[src/ssl_map.svh]
// ssl_map.svh: bit positions, select codes and timing counts for the serial load port
// assumes: included by bare name wherever these constants are needed
`ifndef SSL_MAP_SVH
`define SSL_MAP_SVH
`define SSL_WORD_BITS 24
`define SSL_BYTE_BITS 8
`define SSL_SEL_REF 2'h0
`define SSL_SEL_DIV 2'h1
`define SSL_SEL_FUNC 2'h2
`define SSL_CRST_POS 2
`define SSL_PDN_POS 3
`define SSL_CPTRI_POS 8
// register offsets of the host controller, byte addresses on apb
`define SSL_ADDR_DATA 12'h000
`define SSL_ADDR_CTRL 12'h004
`define SSL_ADDR_STAT 12'h008
// ctrl bits
`define SSL_CTRL_START 0
`define SSL_CTRL_CE 1
// sclk divider: half period in pclk cycles (40 MHz / 4 = 10 MHz, under 20 MHz)
`define SSL_SCLK_HALF 2
// settling time after chip enable rises, in ns, and its count at 25 ns pclk
`define SSL_SETTLE_NS 1000
`define SSL_PCLK_NS 25
`define SSL_SETTLE_CYC ((`SSL_SETTLE_NS + `SSL_PCLK_NS - 1) / `SSL_PCLK_NS)
`endif

[src/ssl_pkg.sv]
// ssl_pkg.sv: types for the host end of the serial load link
// assumes: nothing beyond a systemverilog compiler
package ssl_pkg;
    // host sequencer states, one-hot
    typedef enum logic [3:0] {
        SSL_IDLE = 4'b0001,
        SSL_SHIFT = 4'b0010,
        SSL_STROBE = 4'b0100,
        SSL_DONE = 4'b1000
    } ssl_state_type;
    typedef logic [23:0] ssl_word_type;
endpackage

[src/ssl_link_if.sv]
// ssl_link_if.sv: three-wire serial load link plus chip enable
// assumes: the host drives every wire; the device only listens
`timescale 1ns/100ps
`default_nettype none
interface ssl_link_if;
    logic sclk; // serial clock from host
    logic sdata; // serial data, msb first
    logic load_strobe; // rising edge latches the word
    logic chip_en; // low powers the device down
    modport host (output sclk, output sdata, output load_strobe, output chip_en);
    modport dev (input sclk, input sdata, input load_strobe, input chip_en);
endinterface
`default_nettype wire

[src/ssl_host.sv]
// ssl_host.sv: apb-programmed host end, shifts words out and drives chip enable
// it divides pclk down to make the serial clock and drives every link wire itself
// assumes: pclk 40 MHz; software orders the init sequences through data/ctrl writes
// assumes: software polls busy before each start and settled after chip enable rises
// assumes: the device end needs no reset wire, it only listens to the link
//
// Design decisions made here: the APB slave port and the placing of the registers.
`timescale 1ns/100ps
`default_nettype none
`include "ssl_map.svh"
module ssl_host (
    // apb slave
    input wire logic pclk,
    input wire logic presetn,
    input wire logic psel,
    input wire logic penable,
    input wire logic pwrite,
    input wire logic [11:0] paddr,
    input wire logic [31:0] pwdata,
    output logic [31:0] prdata,
    output logic pready,
    output logic pslverr,
    // link
    ssl_link_if.host link
);
    ssl_pkg::ssl_state_type state_reg; // sequencer state
    ssl_pkg::ssl_state_type state_next; // its next value
    logic [23:0] data_reg; // word software wants to send
    logic [23:0] shift_reg; // outgoing bits, msb at top
    logic [4:0] bit_cnt_reg; // bits still to send
    logic [1:0] div_reg; // sclk half period counter
    logic sclk_reg; // serial clock, idles low between words
    logic sdata_reg; // serial data, changes only while sclk is low
    logic strobe_reg; // load strobe, low from start until the word is out
    logic ce_reg; // chip enable, resets low so the device starts powered down
    logic [5:0] settle_reg; // counts settling time after chip enable rises
    logic [31:0] prdata_reg; // read data, zero outside the answer cycle
    logic pready_reg; // one-cycle answer pulse
    logic pslverr_reg; // error flag, rides with pready on an unmapped address

    // decode: the first access edge loads the answer, one wait state in all
    wire access = psel && penable && !pready_reg;
    // a write lands only at the edge that samples pready high, with the request still held
    wire answer_edge = psel && penable && pready_reg;
    // address decode, one aligned word per register
    wire sel_data = paddr == `SSL_ADDR_DATA;
    wire sel_ctrl = paddr == `SSL_ADDR_CTRL;
    wire sel_stat = paddr == `SSL_ADDR_STAT;
    wire mapped = sel_data || sel_ctrl || sel_stat;
    // write strobes, taken in the answer cycle
    wire wr_data = answer_edge && pwrite && sel_data;
    wire wr_ctrl = answer_edge && pwrite && sel_ctrl;
    // sequencer status
    wire busy = state_reg != ssl_pkg::SSL_IDLE;
    // start ignored while busy, software polls busy first; a dropped start is not flagged
    wire start = wr_ctrl && pwdata[`SSL_CTRL_START] && !busy;
    // serial timing: the divider wraps once per sclk half period
    wire div_wrap = div_reg == 2'(`SSL_SCLK_HALF - 1);
    // settled reads high once the bias settling count has run out
    wire settled = settle_reg == 6'h00;
    // status and read mux
    wire [31:0] stat_word = {30'h0000_0000, settled, busy};
    wire [31:0] rd_word = sel_data ? {8'h00, data_reg} :
        sel_ctrl ? {30'h0000_0000, ce_reg, 1'b0} : sel_stat ? stat_word : 32'h0000_0000;

    // apb answer registers
    // pready drops again at its own edge, so a held access phase answers again every second cycle
    always_ff @(posedge pclk or negedge presetn) begin
        if (!presetn) begin
            // idle bus: no answer pending
            pready_reg <= 1'b0;
            pslverr_reg <= 1'b0;
            prdata_reg <= 32'h0000_0000;
        end else begin
            // read data is captured one edge early so it stands while pready is high
            pready_reg <= psel && penable && !pready_reg;
            pslverr_reg <= access && !mapped;
            prdata_reg <= (access && !pwrite) ? rd_word : 32'h0000_0000;
        end
    end

    // software registers; chip enable is a plain level, ordering is software's job
    always_ff @(posedge pclk or negedge presetn) begin
        if (!presetn) begin
            data_reg <= 24'h00_0000;
            ce_reg <= 1'b0;
            settle_reg <= 6'h00;
        end else begin
            // the word is copied into the shifter at start, so software may refill it
            if (wr_data) begin
                data_reg <= pwdata[23:0];
            end
            // chip enable follows the ctrl bit; power-down needs software to drop it first
            if (wr_ctrl) begin
                ce_reg <= pwdata[`SSL_CTRL_CE];
            end
            // a rising chip enable restarts the settling count, a fresh load wins
            if (wr_ctrl && pwdata[`SSL_CTRL_CE] && !ce_reg) begin
                settle_reg <= 6'(`SSL_SETTLE_CYC);
            end else if (!settled) begin
                // count down to zero and stop there
                settle_reg <= settle_reg - 6'h01;
            end
        end
    end

    // sequencer next state
    // past idle it only moves on divider wraps, so every sclk and strobe edge is two pclk apart
    always_comb begin
        state_next = state_reg;
        case (state_reg)
            ssl_pkg::SSL_IDLE: begin
                // wait for software to write start
                if (start) begin
                    state_next = ssl_pkg::SSL_SHIFT;
                end
            end
            ssl_pkg::SSL_SHIFT: begin
                // the last falling edge ends the third byte
                if (div_wrap && sclk_reg && bit_cnt_reg == 5'h01) begin
                    state_next = ssl_pkg::SSL_STROBE;
                end
            end
            ssl_pkg::SSL_STROBE: begin
                // half a period of quiet after the last fall, then the strobe rises
                if (div_wrap) begin
                    state_next = ssl_pkg::SSL_DONE;
                end
            end
            ssl_pkg::SSL_DONE: begin
                // strobe stays high one half period, then the port is free
                if (div_wrap) begin
                    state_next = ssl_pkg::SSL_IDLE;
                end
            end
            default: begin
                // an illegal code falls back to idle
                state_next = ssl_pkg::SSL_IDLE;
            end
        endcase
    end

    // serial engine: clock divided from pclk, data changes on the falling edge
    always_ff @(posedge pclk or negedge presetn) begin
        if (!presetn) begin
            state_reg <= ssl_pkg::SSL_IDLE;
            shift_reg <= 24'h00_0000;
            bit_cnt_reg <= 5'h00;
            div_reg <= 2'h0;
            sclk_reg <= 1'b0;
            sdata_reg <= 1'b0;
            strobe_reg <= 1'b0;
        end else begin
            state_reg <= state_next;
            // the divider rests at zero in idle so every word starts with a full half period
            div_reg <= (state_reg == ssl_pkg::SSL_IDLE || div_wrap) ? 2'h0 : div_reg + 2'h1;
            // start: load the shifter and present bit 23 before the first rising sclk
            if (start) begin
                strobe_reg <= 1'b0;
                shift_reg <= {data_reg[22:0], 1'b0};
                sdata_reg <= data_reg[23];
                bit_cnt_reg <= 5'(`SSL_WORD_BITS);
            end else if (state_reg == ssl_pkg::SSL_SHIFT && div_wrap) begin
                // each wrap toggles sclk; the device samples on the rise
                sclk_reg <= !sclk_reg;
                if (sclk_reg) begin
                    // falling edge: present next bit half a period ahead
                    sdata_reg <= shift_reg[23];
                    shift_reg <= {shift_reg[22:0], 1'b0};
                    bit_cnt_reg <= bit_cnt_reg - 5'h01;
                end
            end else if (state_reg == ssl_pkg::SSL_STROBE && div_wrap) begin
                // the third byte is out: raise the strobe to latch the word
                strobe_reg <= 1'b1;
            end else if (state_reg == ssl_pkg::SSL_DONE && div_wrap) begin
                // drop the strobe so the next word starts from low
                strobe_reg <= 1'b0;
            end
        end
    end

    // every output comes straight from its flip-flop
    assign prdata = prdata_reg;
    assign pready = pready_reg;
    assign pslverr = pslverr_reg;
    // link wires; the device end is clocked by sclk and the load strobe
    assign link.sclk = sclk_reg;
    assign link.sdata = sdata_reg;
    assign link.load_strobe = strobe_reg;
    assign link.chip_en = ce_reg;
endmodule
`default_nettype wire

[src/flat_wrapper.sv]
// flat-port wrapper written by rule: the top's interface ports become plain ports
module ssl_host_flat 
  (pclk, presetn, psel, penable, pwrite, paddr, pwdata, prdata, pready, pslverr, link_sclk, link_sdata, link_load_strobe, link_chip_en);
  ssl_link_if link_i ();
  input wire logic pclk;
  input wire logic presetn;
  input wire logic psel;
  input wire logic penable;
  input wire logic pwrite;
  input wire logic [11:0] paddr;
  input wire logic [31:0] pwdata;
  output logic [31:0] prdata;
  output logic pready;
  output logic pslverr;
  output wire logic [$bits(link_i.sclk)-1:0] link_sclk;
  output wire logic [$bits(link_i.sdata)-1:0] link_sdata;
  output wire logic [$bits(link_i.load_strobe)-1:0] link_load_strobe;
  output wire logic [$bits(link_i.chip_en)-1:0] link_chip_en;
  assign link_sclk = link_i.sclk;
  assign link_sdata = link_i.sdata;
  assign link_load_strobe = link_i.load_strobe;
  assign link_chip_en = link_i.chip_en;
  ssl_host u_core (.pclk(pclk), .presetn(presetn), .psel(psel), .penable(penable), .pwrite(pwrite), .paddr(paddr), .pwdata(pwdata), .prdata(prdata), .pready(pready), .pslverr(pslverr), .link(link_i));
endmodule
[config.mk]
export PLATFORM = sky130hd
export DESIGN_NAME = ssl_host_flat
export DESIGN_NICKNAME = d
export VERILOG_FILES = /design/src/ssl_pkg.sv /design/src/ssl_link_if.sv /design/src/ssl_host.sv /design/src/flat_wrapper.sv
export VERILOG_INCLUDE_DIRS = /design/src
export SDC_FILE = /design/constraint.sdc
export NUM_CORES = 1
export LEC_CHECK = 0
export ABC_AREA = 1
export BUFFER_PORTS_ARGS = -buffer_cell sky130_fd_sc_hd__buf_2
export CAP_MARGIN = 40
export CORE_AREA = 2 2 96 98
export CTS_CLUSTER_SIZE = 30
export DETAILED_ROUTE_END_ITERATION = 8
export DIE_AREA = 0 0 98 100
export PLACE_DENSITY = 0.82
export SETUP_SLACK_MARGIN = 0.4
export SYNTH_ARGS = -nofsm -noshare
export SYNTH_HDL_FRONTEND = slang
export SYNTH_SLANG_ARGS = --single-unit
[constraint.sdc]
create_clock -name pclk -period 1.55 [get_ports pclk]
set_input_delay 0.31 -clock pclk [delete_from_list [all_inputs] [get_ports pclk]]
set_output_delay 0.31 -clock pclk [all_outputs]
set_load 0.05 [all_outputs]
======== Word-level counts from Yosys, hierarchy flattened ========
Cells that the tools add are included.
operators by class
  add/subtract/negate cells ............... 3
  eq/ne operators ......................... 15
  bitwise logic cells ..................... 1
  muxes and demuxes ....................... 25
  reductions and logical operators ........ 35
operators by type and width
  cell                   count
  $mux W32               3
  $mux W24               3
  $logic_and A1 B1 Y1    17
  $mux W4                4
  $pmux W4 S4            1
  $mux W5                3
  $eq A12 B3 Y1 const B  1
  $eq A12 B4 Y1 const B  1
  $logic_not A12 Y1      1
  $mux W6                2
  $ne A2 B1 Y1 const B   5
  $mux W1                7
  $logic_not A1 Y1       6
  $logic_not A6 Y1       1
  $reduce_and A2 Y1      3
  $sub A6 B1 Y6 const B  1
  $eq A5 B1 Y1 const B   1
  $sub A5 B1 Y5 const B  1
  $eq A4 B1 Y1 const B   1
  $eq A4 B2 Y1 const B   1
  $eq A4 B3 Y1 const B   1
  $eq A4 B4 Y1 const B   1
  $mux W2                2
  $ne A4 B1 Y1 const B   1
  other kinds (8)        11
storage, ports and cells
  register bits ........................... 103
  bits of input ports ..................... 49
  output and inout port bits .............. 38
  logic and storage cells ................. 92

======== Logic depth before layout (Yosys ltp) ========
Gate-level depths: netlist (run 1).
  word-level depth ........................ 8
  depth in mapped cells ................... 9

======== Least setup slack after synthesis (run 1) ========
No wires, ideal clock.
  kind .................................... register -> register
  start point ............................. register u_core.pready_reg, in the netlist u_core.pready
  end point ............................... register u_core.shift_reg[16]
  path buffers ............................ 1
  cell stages (with the launch flop) ...... 9
  arrival ................................. 1.600 ns
  setup slack ............................. -0.166 ns
  cells stage by stage .................... dfrtp_1 > nand2_1 > nor2_4 > nand4_2 > nor2_2 > buf_4 > inv_1 > nor2_1 > nor2_1
between the ends
  cells in the longest elaborated chain, start to end .. 7
  elaborated cells between the ends (all ways) .. 9
  classes of those cells .................. 1 x mux; 8 x reduce/logical
RTL lines
  item                                RTL line         RTL
  start, declared                     ssl_host.sv:38   logic pready_reg;
  start signal, assigned              ssl_host.sv:76   pready_reg <= psel && penable && !pready_reg;
  $logic_and A1 B1 Y1 *               ssl_host.sv:44   wire answer_edge = psel && penable && pready_reg;
  $logic_and A1 B1 Y1 * (2 in a row)  ssl_host.sv:52   wire wr_ctrl = answer_edge && pwrite && sel_ctrl;
  $logic_and A1 B1 Y1 * (2 in a row)  ssl_host.sv:56   wire start = wr_ctrl && pwdata[`SSL_CTRL_START] && !busy;
  $reduce_bool A2 Y1 (no line)        --
  $reduce_and A2 Y1 (no line)         --
  end signal, assigned                ssl_host.sv:160  shift_reg <= {data_reg[22:0], 1'b0};
  end signal, assigned                ssl_host.sv:169  shift_reg <= {shift_reg[22:0], 1'b0};
  end, declared                       ssl_host.sv:29   logic [23:0] shift_reg;
Every way passes the cells marked *; elsewhere a longest branch is shown, timed or not.
A chain may end at the register's enable or synchronous reset.

======== Final worst setup path (run 1) ========
  start point ............................. register u_core.div_reg[0]
  end point ............................... register u_core.shift_reg[8]
between the ends
  cells in the longest elaborated chain, start to end .. 4
RTL lines
  item                          RTL line         RTL
  start, declared               ssl_host.sv:31   logic [1:0] div_reg;
  start signal, assigned        ssl_host.sv:156  div_reg <= (state_reg == ssl_pkg::SSL_IDLE || div_wrap) ? 2'h0 : div_reg + 2'h1;
  $eq A2 B1 Y1                  ssl_host.sv:58   wire div_wrap = div_reg == 2'(`SSL_SCLK_HALF - 1);
  $logic_and A1 B1 Y1           ssl_host.sv:163  end else if (state_reg == ssl_pkg::SSL_SHIFT && div_wrap) begin
  $reduce_bool A2 Y1 (no line)  --
  $reduce_and A2 Y1 (no line)   --
Every way passes these cells.

==> metrics, run 1 <==
status=finished, violations left; violated checks=negative setup slack; footprint of the multi-input gates=2240 um2; vias in the first global route=4,083; clk sinks=94; Final Power=5.88 mW; TritonCTS clock tree=yes; Antenna diodes=0; sequential share of power=45.2%; fin. max-slew vios=0; layout cells sized above 1=51.9%; asr flop ratio synth=100%; final setup skew=about 18 ps; crit path DAT=2000 ps; GRT Overall Usage=25.7%; commonest non-fill, non-tap cell in the layout=dfrtp_1; final WL=approximately 17,000 um; Max Buffers Root-to-Sink=2; min Tclk post-route=1670 ps; Peak Freq=598 MHz; grt total ovfl=0; root buffer cell=clkbuf_8; FP Rows=35; Setup Crit Path Kind=flop to flop; placed cell count=683; clock power share=32.3%; global placement routability congestion=0.769; largest net degree at the start of global routing=29; Synth Warn #=0; element type at the critical path end=flop; internal power=about 4 mW; first-pass GRT wire length=19,600 um; DIE WIDTH=98 um; Synth Register Bits=94; initial antenna violation count=0; number of synthesized flops with an enable pin=0; Clk Latency, worst-skew pair=390 ps; post-detailed-route count of antenna-violating nets=0; highest-count cells in the layout ignoring fill and taps=dfrtp_1, nand2_1, nand2_2; Max Cap Viol=0; clock-pin slew on the worst setup and hold paths=100 ps; Port Buf Inserts=70; Syn-to-layout area delta=59.2%; Final Setup Violations=28; Comb power frac=22.5%; critical path peak fanout=5; Sw Share=a little under a third; PD cells=885 nW/um2; fill count=491; initial drt markers=493; vias per cell=5.96; TritonCTS buffer count=9; sequential element share of the synthesized area=56.4%; PnR worst setup slack=-122 ps; Synth Flop Type=dfrtp_1; startpoint types=flop; Max VDD drop=0.636 mV; Leakage=3.31 nW; dpl hpwl=6490 um; ratio of final minimum period to clock period=108%; DIE AREA=approximately 9800 um2; net switching power=roughly 1.9 mW; Required @ worst endpoint=1880 ps; RSZ-0062 raised after global routing=yes; Ports=between 80 and 90; routed vias=4,466; Non-Filler Instances=749; class of the worst hold path=input pin to flop; number of remaining DRC errors=0; DR pass1 iterations=7; Final nets=686; # H-tree levels=3; Final Hold Fails=0; final cell utilization of the core=74.8%; Synth Cell Area=4180 um2; Syn Area/Cell=8.43 um2; Core Region=between 8000 and 9000 um2; Starting Density=between 40% and 50%; post-DR wirelength/cell=22.6 um; Die Ht=100 um; Storage cell area=2350 um2; Netlist cell types=31; Cells after Synth=495
[synthesized netlist by cell type, types with 3 or more instances]
library cell,count,area share (%)
nor2_1,70,6.3
buf_2,7,0.84
nor2_4,3,0.81
buf_6,3,0.81
buf_4,11,2.0
nand3_1,31,3.7
inv_1,45,4.0
ha_1,4,1.2
nand2_1,157,14
o21ai_0,8,0.96
a21oi_1,27,3.2
clkbuf_1,5,0.45
nor3_1,5,0.60
dfrtp_1,93,56
nor2_2,3,0.45
or2_2,3,0.45
[power by group through the flow]
stage	logic, mW	clock network [mW]	registers, mW
2_1_floorplan	0.423	0	2.74
3_3_place_gp	0.755	0	2.67
3_5_place_dp	0.815	0	2.68
4_1_cts	1.08	1.84	2.64
5_1_grt	1.38	1.99	2.67
6_report	1.32	1.90	2.66
[timing repair]
| action | in CTS | in global routing |
|---|---|---|
| setup buffers | 27 | 11 |
| hold buffers | 1 | 0 |
| endpoints found under the setup margin | 122 | 122 |
| cloned | 4 | 7 |
| resized for setup | 120 | 189 |
| pin swaps | 25 | 54 |
| hold endpoints to repair | 23 | 0 |
[kinds of logic after synthesis]
group / share of synthesized area (%)
fa+ha+maj: 1.20
flops: 56.4
xor+xnor: 0.839
compound gates: 5.09
buf+inv: 8.21
simple gates: 28.2
other cells: 0.0898
[critical path, stage by stage, from the launching register on]
cell     delay, ps
dfrtp_1        420
ha_2           240
nand3_4        130
inv_4           60
buf_6          120
nor2_4         260
buf_4          210
nand2_1         70
nand2_1        100
[path summary, 6_finish.rpt]
| path | start | end | slack, ps | cells past startpoint |
|---|---|---|---|---|
| max | u_core.div_reg[0]$_DFF_PN0_ | u_core.shift_reg[8]$_DFFE_PN0P_ | -120 | 8 |
| min | pwdata[22] | u_core.data_reg[22]$_DFFE_PN0P_ | 150 | 3 |
| max reg2reg | u_core.div_reg[0]$_DFF_PN0_ | u_core.shift_reg[8]$_DFFE_PN0P_ | -120 | 8 |
| min reg2reg | u_core.shift_reg[4]$_DFFE_PN0P_ | u_core.shift_reg[4]$_DFFE_PN0P_ | 510 | 2 |
| max in group asynchronous | presetn | u_core.prdata[18]$_DFF_PN0_ | 560 | 3 |
| min in group asynchronous | presetn | u_core.prdata[8]$_DFF_PN0_ | 380 | 2 |
[final cells by class]
type | instances | share of cell area (%)
Multi-Input combinational cell | 336 | 33.7
Inverter | 46 | 2.94
Tap cell | 111 | 2.09
Clock inverter | 7 | 1.43
Sequential cell | 94 | 35.4
Timing Repair Buffer | 146 | 22.6
Clock buffer | 9 | 1.86
[layer usage]
| metal | routed length, um | vias to the layer above | global-route usage [%] | part of all wire (%) |
|---|---|---|---|---|
| li1 | - | 1799 | - | - |
| met1 | 5720 | 2190 | 30.0 | 34 |
| met2 | 8410 | 355 | 45.1 | 50 |
| met3 | 1550 | 122 | 5.29 | 9.1 |
| met4 | 1220 | 0 | 13.1 | 7.2 |
| met5 | 0 | - | 0 | 0 |
[per-stage QoR]
stage,TNS [ps],hold slack (ps),area (um2),worst slack [ps]
6_report,-1580,151,6650,-122
5_1_grt,-2120,148,6650,-181
4_1_cts,0,148,5800,117
3_5_place_dp,-2300,247,4830,-163
3_3_place_gp,-3730,242,4820,-167
2_1_floorplan,0,14.4,4270,37.9
Power figures use the tool's default switching activity.
==> run 2: changes to the inputs <==
--- a/config.mk
+++ b/config.mk
@@ -9,11 +9,11 @@
 export ABC_AREA = 1
 export BUFFER_PORTS_ARGS = -buffer_cell sky130_fd_sc_hd__buf_2
 export CAP_MARGIN = 40
-export CORE_AREA = 2 2 96 98
+export CORE_AREA = 2 2 101 103
 export CTS_CLUSTER_SIZE = 30
 export DETAILED_ROUTE_END_ITERATION = 8
-export DIE_AREA = 0 0 98 100
-export PLACE_DENSITY = 0.82
+export DIE_AREA = 0 0 103 105
+export PLACE_DENSITY = 0.76
 export SETUP_SLACK_MARGIN = 0.4
 export SYNTH_ARGS = -nofsm -noshare
 export SYNTH_HDL_FRONTEND = slang
==> run 2 against run 1 <==
  * The flow still finishes with violations (negative setup slack)
  * First-iteration DRC count shrank 23%
  * Clock-buffer cell count grew 1
  * Combinational power shrank 6%
  * Clock power shrank 9%
  * Non-clock buffer count shrank 5
  * Sequential power is essentially flat
  * Fmax shrank 0.87%
  * Flip-flop and latch count is the same
  * Hold slack lost 2.5 ps
  * Via count shrank 7.1%
  * Clock skew shrank 0.94 ps
  * Wire length shrank 13%
  * Largest cell class unchanged
  * Highest routed layer unchanged
  * Critical endpoint is now u_core.shift_reg[23]$_DFFE_PN0P_
==> metrics, run 2 (synthesis results as in run 1) <==
placed instance area=4850 um2 (+0.41%); FP Rows=36 (+2.9%); element type at the critical path end=flop; critical path's slowest cell=dfrtp_1; clk sinks=94 (unchanged); DIE WIDTH=103 um (+5.1%); ratio of final minimum period to clock period=109% (+0.94 points); vias in the first global route=3,975 (-2.6%); layout cells sized above 1=52.0% (+0.094 points); DR pass1 iterations=5 (-2); Sw Share=31.5% (-0.44 points); post-DR wirelength/cell=19.3 um (-15%); Starting Density=43.3% (-3.7 points); critical path peak fanout=7 (+2); highest-count cells in the layout ignoring fill and taps=dfrtp_1, nand2_1, nand2_2; final WL=14,800 um (-13%); final cell utilization of the core=68.2% (-6.6 points); min Tclk post-route=1690 ps (+14.6 ps); PnR worst setup slack=-136 ps (-14.6 ps); PD cells=855 nW/um2 (-3.4%); commonest non-fill, non-tap cell in the layout=dfrtp_1; vias per cell=5.41 (-9.2%); Setup Crit Path Kind=flop to flop; critical path cell sequence=nor2_4 -> buf_4 -> buf_4 -> nand3_4 -> nor2_4 -> buf_8 -> buf_4 -> nor2_1 -> nor2_1; Syn-to-layout area delta=57.5%; clock-pin slew on the worst setup and hold paths=100 ps (about the same); Max VDD drop=0.453 mV (-29%); clock power share=30.6% (-1.7 points); Leakage=3.23 nW (-2.2%); grt total ovfl=0 (unchanged); crit path DAT=1970 ps (-30 ps); Crit path largest cell delay=420 ps (about the same); Post-Layout Inst Area=6580 um2 (-1.1%); largest net degree at the start of global routing=50 (+72%); Peak Freq=593 MHz (-0.87%); Die Ht=105 um (+5.0%); status=finished, violations left; Port Buf Inserts=70 (unchanged); initial drt markers=379 (-23%); startpoint types=flop; first-pass GRT wire length=19,900 um (+1.4%); number of remaining DRC errors=0 (unchanged); global placement routability congestion=0.813 (+5.8%); Final nets=681 (-0.73%); final setup skew=16.8 ps (-0.938 ps); Max Buffers Root-to-Sink=2 (unchanged); Final Hold Fails=0 (unchanged); Clk Latency, worst-skew pair=380 ps (about the same); Ports=87 (unchanged); DIE AREA=10,800 um2 (+10%); initial antenna violation count=0 (unchanged); GRT Overall Usage=24.1% (-1.6 points); TritonCTS clock tree=yes; # H-tree levels=3 (unchanged); dpl hpwl=6330 um (-2.5%); Final Setup Violations=28 (unchanged); TritonCTS buffer count=9 (unchanged); internal power=3.85 mW (-3.8%); post-detailed-route count of antenna-violating nets=0 (unchanged); Required @ worst endpoint=1840 ps (-40 ps); fin. max-slew vios=0 (unchanged); Antenna diodes=0 (unchanged); Hold WS=149 ps (-2.49 ps); sequential share of power=47.3% (+2.1 points); RSZ-0062 raised after global routing=yes; routed vias=4,147 (-7.1%); Max Cap Viol=0 (unchanged); class of the worst hold path=input pin to flop; critical path's most frequent cell=buf_4; net switching power=1.77 mW (-5.7%); Comb power frac=22.1% (-0.4 points); root buffer cell=clkbuf_8; violated checks=negative setup slack; Core Region=9640 um2 (+8.4%)
## run 2: layer usage
layer | share of wire, % | wire length [um] | up-vias | GRT usage (%)
met2 | 50 | 7390 | 262 | 39.1
li1 | - | - | 1791 | -
met1 | 36 | 5340 | 2008 | 28.9
met3 | 7.4 | 1090 | 86 | 6.49
met5 | 0 | 0 | - | 0
met4 | 6.4 | 945 | 0 | 12.8
## run 2: critical path: cells and delay by family, from the launching register on
family,cells,cell delay (ps)
simple gates,5,640
flops,1,420
buf+inv,4,530
## run 2: path summary, 6_finish.rpt
| path | startpoint | cells past startpoint | endpoint | slack, ps |
|---|---|---|---|---|
| max reg2reg | u_core.state_reg[3]$_DFFE_PN0P_ | 9 | u_core.shift_reg[23]$_DFFE_PN0P_ | -140 |
| max in group asynchronous | presetn | 3 | u_core.state_reg[0]$_DFFE_PN1P_ | 700 |
| min reg2reg | u_core.shift_reg[4]$_DFFE_PN0P_ | 2 | u_core.shift_reg[4]$_DFFE_PN0P_ | 500 |
| max | u_core.state_reg[3]$_DFFE_PN0P_ | 9 | u_core.shift_reg[23]$_DFFE_PN0P_ | -140 |
| min | pwdata[20] | 3 | u_core.data_reg[20]$_DFFE_PN0P_ | 150 |
| min in group asynchronous | presetn | 2 | u_core.prdata[12]$_DFF_PN0_ | 290 |
## run 2: power by group through the flow
stage	clock network (mW)	logic [mW]	registers (mW)
after floorplan	0	0.423	2.74
after global placement	0	0.745	2.68
final	1.72	1.24	2.66
after detailed placement	0	0.785	2.68
after global routing	1.84	1.32	2.67
after CTS	1.68	1.04	2.64
## run 2: area by class of cell
cell class | instances | area, um2
Clock buffer | 10 | 128
Clock inverter | 6 | 70.1
Fill cell | 633 | 3060
Inverter | 46 | 193
Multi-Input combinational cell | 336 | 2190
Sequential cell | 94 | 2350
Tap cell | 133 | 166
Timing Repair Buffer | 141 | 1470
## run 2: repair_timing
item,4_1_cts,5_1_grt
resized for setup,171,135
hold endpoints to repair,11,0
cloned,8,4
setup buffers,21,12
endpoints found under the setup margin,122,123
hold buffers,1,0
pin swaps,41,34
## run 2: through the flow
| step | total power [mW] | TNS, ps | setup slack, ps | instances |
|---|---|---|---|---|
| 2_1_floorplan | 3.17 | 0 | 37.9 | 502 |
| 3_3_place_gp | 3.42 | -3750 | -169 | 703 |
| 3_5_place_dp | 3.47 | -948 | -77.9 | 704 |
| 4_1_cts | 5.36 | 0 | 103 | 750 |
| 5_1_grt | 5.83 | -2330 | -171 | 766 |
| 6_report | 5.62 | -1100 | -136 | 766 |
==> run 3: changes to the inputs <==
--- a/config.mk
+++ b/config.mk
@@ -14,6 +14,7 @@
 export DETAILED_ROUTE_END_ITERATION = 8
 export DIE_AREA = 0 0 103 105
 export PLACE_DENSITY = 0.76
+export RECOVER_POWER = 50
 export SETUP_SLACK_MARGIN = 0.4
 export SYNTH_ARGS = -nofsm -noshare
 export SYNTH_HDL_FRONTEND = slang
==> run 3 against run 2 <==
  * The run still ends with negative setup slack left
  * Flip-flop and latch count stayed put
  * Non-clock buffer count stayed put
  * Register-to-register slack hardly changed
  * Cell area hardly changed
  * Hold slack better by 0.70 ps
  * Global-route usage stayed put
  * Combinational power hardly changed
  * Via count is 0.55% lower
  * Clock power hardly changed
  * Sequential share of layout area hardly changed
  * Largest power group unchanged
==> metrics, run 3 (synthesis results as in run 1) <==
violated checks=negative setup slack; GRT Overall Usage=24.1% (unchanged); min Tclk post-route=1690 ps (+0.389 ps); Max Buffers Root-to-Sink=2 (unchanged); PD cells=854 nW/um2 (-0.12%); RR Endpoint=u_core.shift_reg[23]$_DFFE_PN0P_; pre-CTS WS=-77.9 ps (unchanged); vias per cell=5.38 (-0.55%); dpl hpwl=6330 um (unchanged); PnR worst setup slack=-137 ps (-0.389 ps); Max Cap Viol=0 (unchanged); TritonCTS clock tree=yes; Max VDD drop=0.453 mV (about the same); slew at the pin with the worst max-slew slack=~750 ps; vias in the first global route=3,975 (unchanged); Final nets=681 (unchanged); Syn-to-layout area delta=57.4% (about the same); fin. max-slew vios=0 (unchanged); crit path DAT=1970 ps (about the same); DIE AREA=10,800 um2 (unchanged); fill count=633 (unchanged); TritonCTS buffer count=9 (unchanged); Setup TNS=-1010 ps (+90.7 ps); post-DR wirelength/cell=19.3 um (+0.12%); clock power share=30.5% (about the same); Hold EP=u_core.data_reg[20]$_DFFE_PN0P_; Core Region=9640 um2 (unchanged); Antenna diodes=0 (unchanged); initial drt markers=373 (-1.6%); Slew headroom=50.1%; DIE WIDTH=103 um (unchanged); footprint of the multi-input gates=2190 um2 (unchanged); Worst Hold Launch=pwdata[20]; Ports=87 (unchanged); Clk Latency, worst-skew pair=390 ps (about the same); internal power=3.85 mW (about the same); Worst Hold Depth=3 (unchanged); Die Ht=105 um (unchanged); ratio of final minimum period to clock period=109% (about the same); Peak Freq=593 MHz (about the same); Storage cell area=2350 um2 (unchanged); Port Buf Inserts=70 (unchanged); root buffer cell=clkbuf_8; FP Rows=36 (unchanged); class of the worst hold path=input pin to flop; post-detailed-route count of antenna-violating nets=0 (unchanged); number of remaining DRC errors=0 (unchanged); RR Startpoint=u_core.state_reg[3]$_DFFE_PN0P_; routed vias=4,124 (-0.55%); Comb power frac=22.1% (about the same); largest net degree at the start of global routing=50 (unchanged); clock-pin slew on the worst setup and hold paths=100 ps (about the same); Setup Crit Path Kind=flop to flop; clk sinks=94 (unchanged); DR pass1 iterations=5 (unchanged); Final Setup Violations=26 (-7.1%); Worst Setup SP=u_core.state_reg[3]$_DFFE_PN0P_; final setup skew=15.8 ps (-1.01 ps); Required @ worst endpoint=1840 ps (about the same); Starting Density=43.3% (unchanged); RSZ-0062 raised after global routing=yes; grt total ovfl=0 (unchanged); Final Power=5.61 mW (-0.18%); first-pass GRT wire length=19,900 um (unchanged); sequential share of power=47.4% (about the same); global placement routability congestion=0.813 (unchanged); startpoint types=flop; Final Hold Fails=0 (unchanged); Reg2Reg Depth=9 (unchanged); element type at the critical path end=flop; highest-count cells in the layout ignoring fill and taps=dfrtp_1, nand2_1, nand2_2; final WL=14,800 um (+0.12%); net switching power=1.76 mW (-0.46%); layout cells sized above 1=51.8% (-0.16 points); # H-tree levels=3 (unchanged); critical path peak fanout=7 (unchanged); initial antenna violation count=0 (unchanged); FF-to-FF setup slack=-140 ps (about the same); status=finished, violations left; Leakage=3.23 nW (-0.12%); commonest non-fill, non-tap cell in the layout=dfrtp_1; Sw Share=31.4% (-0.090 points)
## run 3: cell types whose count changed in the layout (fill, tap and decap cells not counted)
cell	change
clkbuf_4	+2
buf_4	-3
clkbuf_1	+1
## run 3: final cells by class
| type | count | share of cell area, % |
|---|---|---|
| Multi-Input combinational cell | 336 | 33.4 |
| Sequential cell | 94 | 35.8 |
| Clock inverter | 6 | 1.07 |
| Timing Repair Buffer | 141 | 22.3 |
| Tap cell | 133 | 2.53 |
| Inverter | 46 | 2.93 |
| Clock buffer | 10 | 1.94 |
## run 3: power groups by stage
stage / Clock [mW] / Sequential, mW / Combinational, mW
after global routing: 1.84 / 2.67 / 1.32
final: 1.71 / 2.66 / 1.24
after detailed placement: 0 / 2.68 / 0.785
after floorplan: 0 / 2.74 / 0.423
after global placement: 0 / 2.68 / 0.745
after CTS: 1.68 / 2.64 / 1.04
## run 3: worst max path at each step
stage,to,cells past startpoint
finish,u_core.shift_reg[23]$_DFFE_PN0P_,9
global route,u_core.shift_reg[23]$_DFFE_PN0P_,9
CTS,u_core.bit_cnt_reg[4]$_DFFE_PN0P_,9
detailed placement,u_core.bit_cnt_reg[4]$_DFFE_PN0P_,9
global placement,u_core.shift_reg[21]$_DFFE_PN0P_,6
floorplan,u_core.shift_reg[11]$_DFFE_PN0P_,8
## run 3: stage by stage
step           instance area (um2)  hold slack, ps  util (%)  instances
2_1_floorplan                 4270            14.4         -        502
3_3_place_gp                  4840             170      50.2        703
3_5_place_dp                  4850             169      50.3        704
4_1_cts                       5970             148      62.0        750
5_1_grt                       6570             159      68.2        766
6_report                      6570             149      68.2        766
## run 3: what timing repair did
| item | CTS | global route |
|---|---|---|
| buffers inserted | 21 | 12 |
| setup endpoints to repair | 122 | 123 |
| hold buffers | 1 | 0 |
| endpoints found under the hold margin | 11 | 0 |
| pin swaps | 41 | 34 |
| gates resized for setup | 171 | 135 |
| cloned | 8 | 4 |
## run 3: critical path: stages, from the launching register on
cell     delay [ps]
dfrtp_1         420
nor2_4          140
buf_4           120
buf_4           100
nand3_4          70
nor2_4          230
buf_8           170
buf_4           130
nor2_1           40
nor2_1          160
## run 3: routing by layer
layer,global-route usage [%],part of all wire (%),up-vias,wire length (um)
li1,-,-,1787,-
met1,28.9,36,2017,5350
met2,39.1,50,239,7440
met3,6.49,7.0,81,1040
met4,12.8,6.4,0,945
met5,0,0,-,0
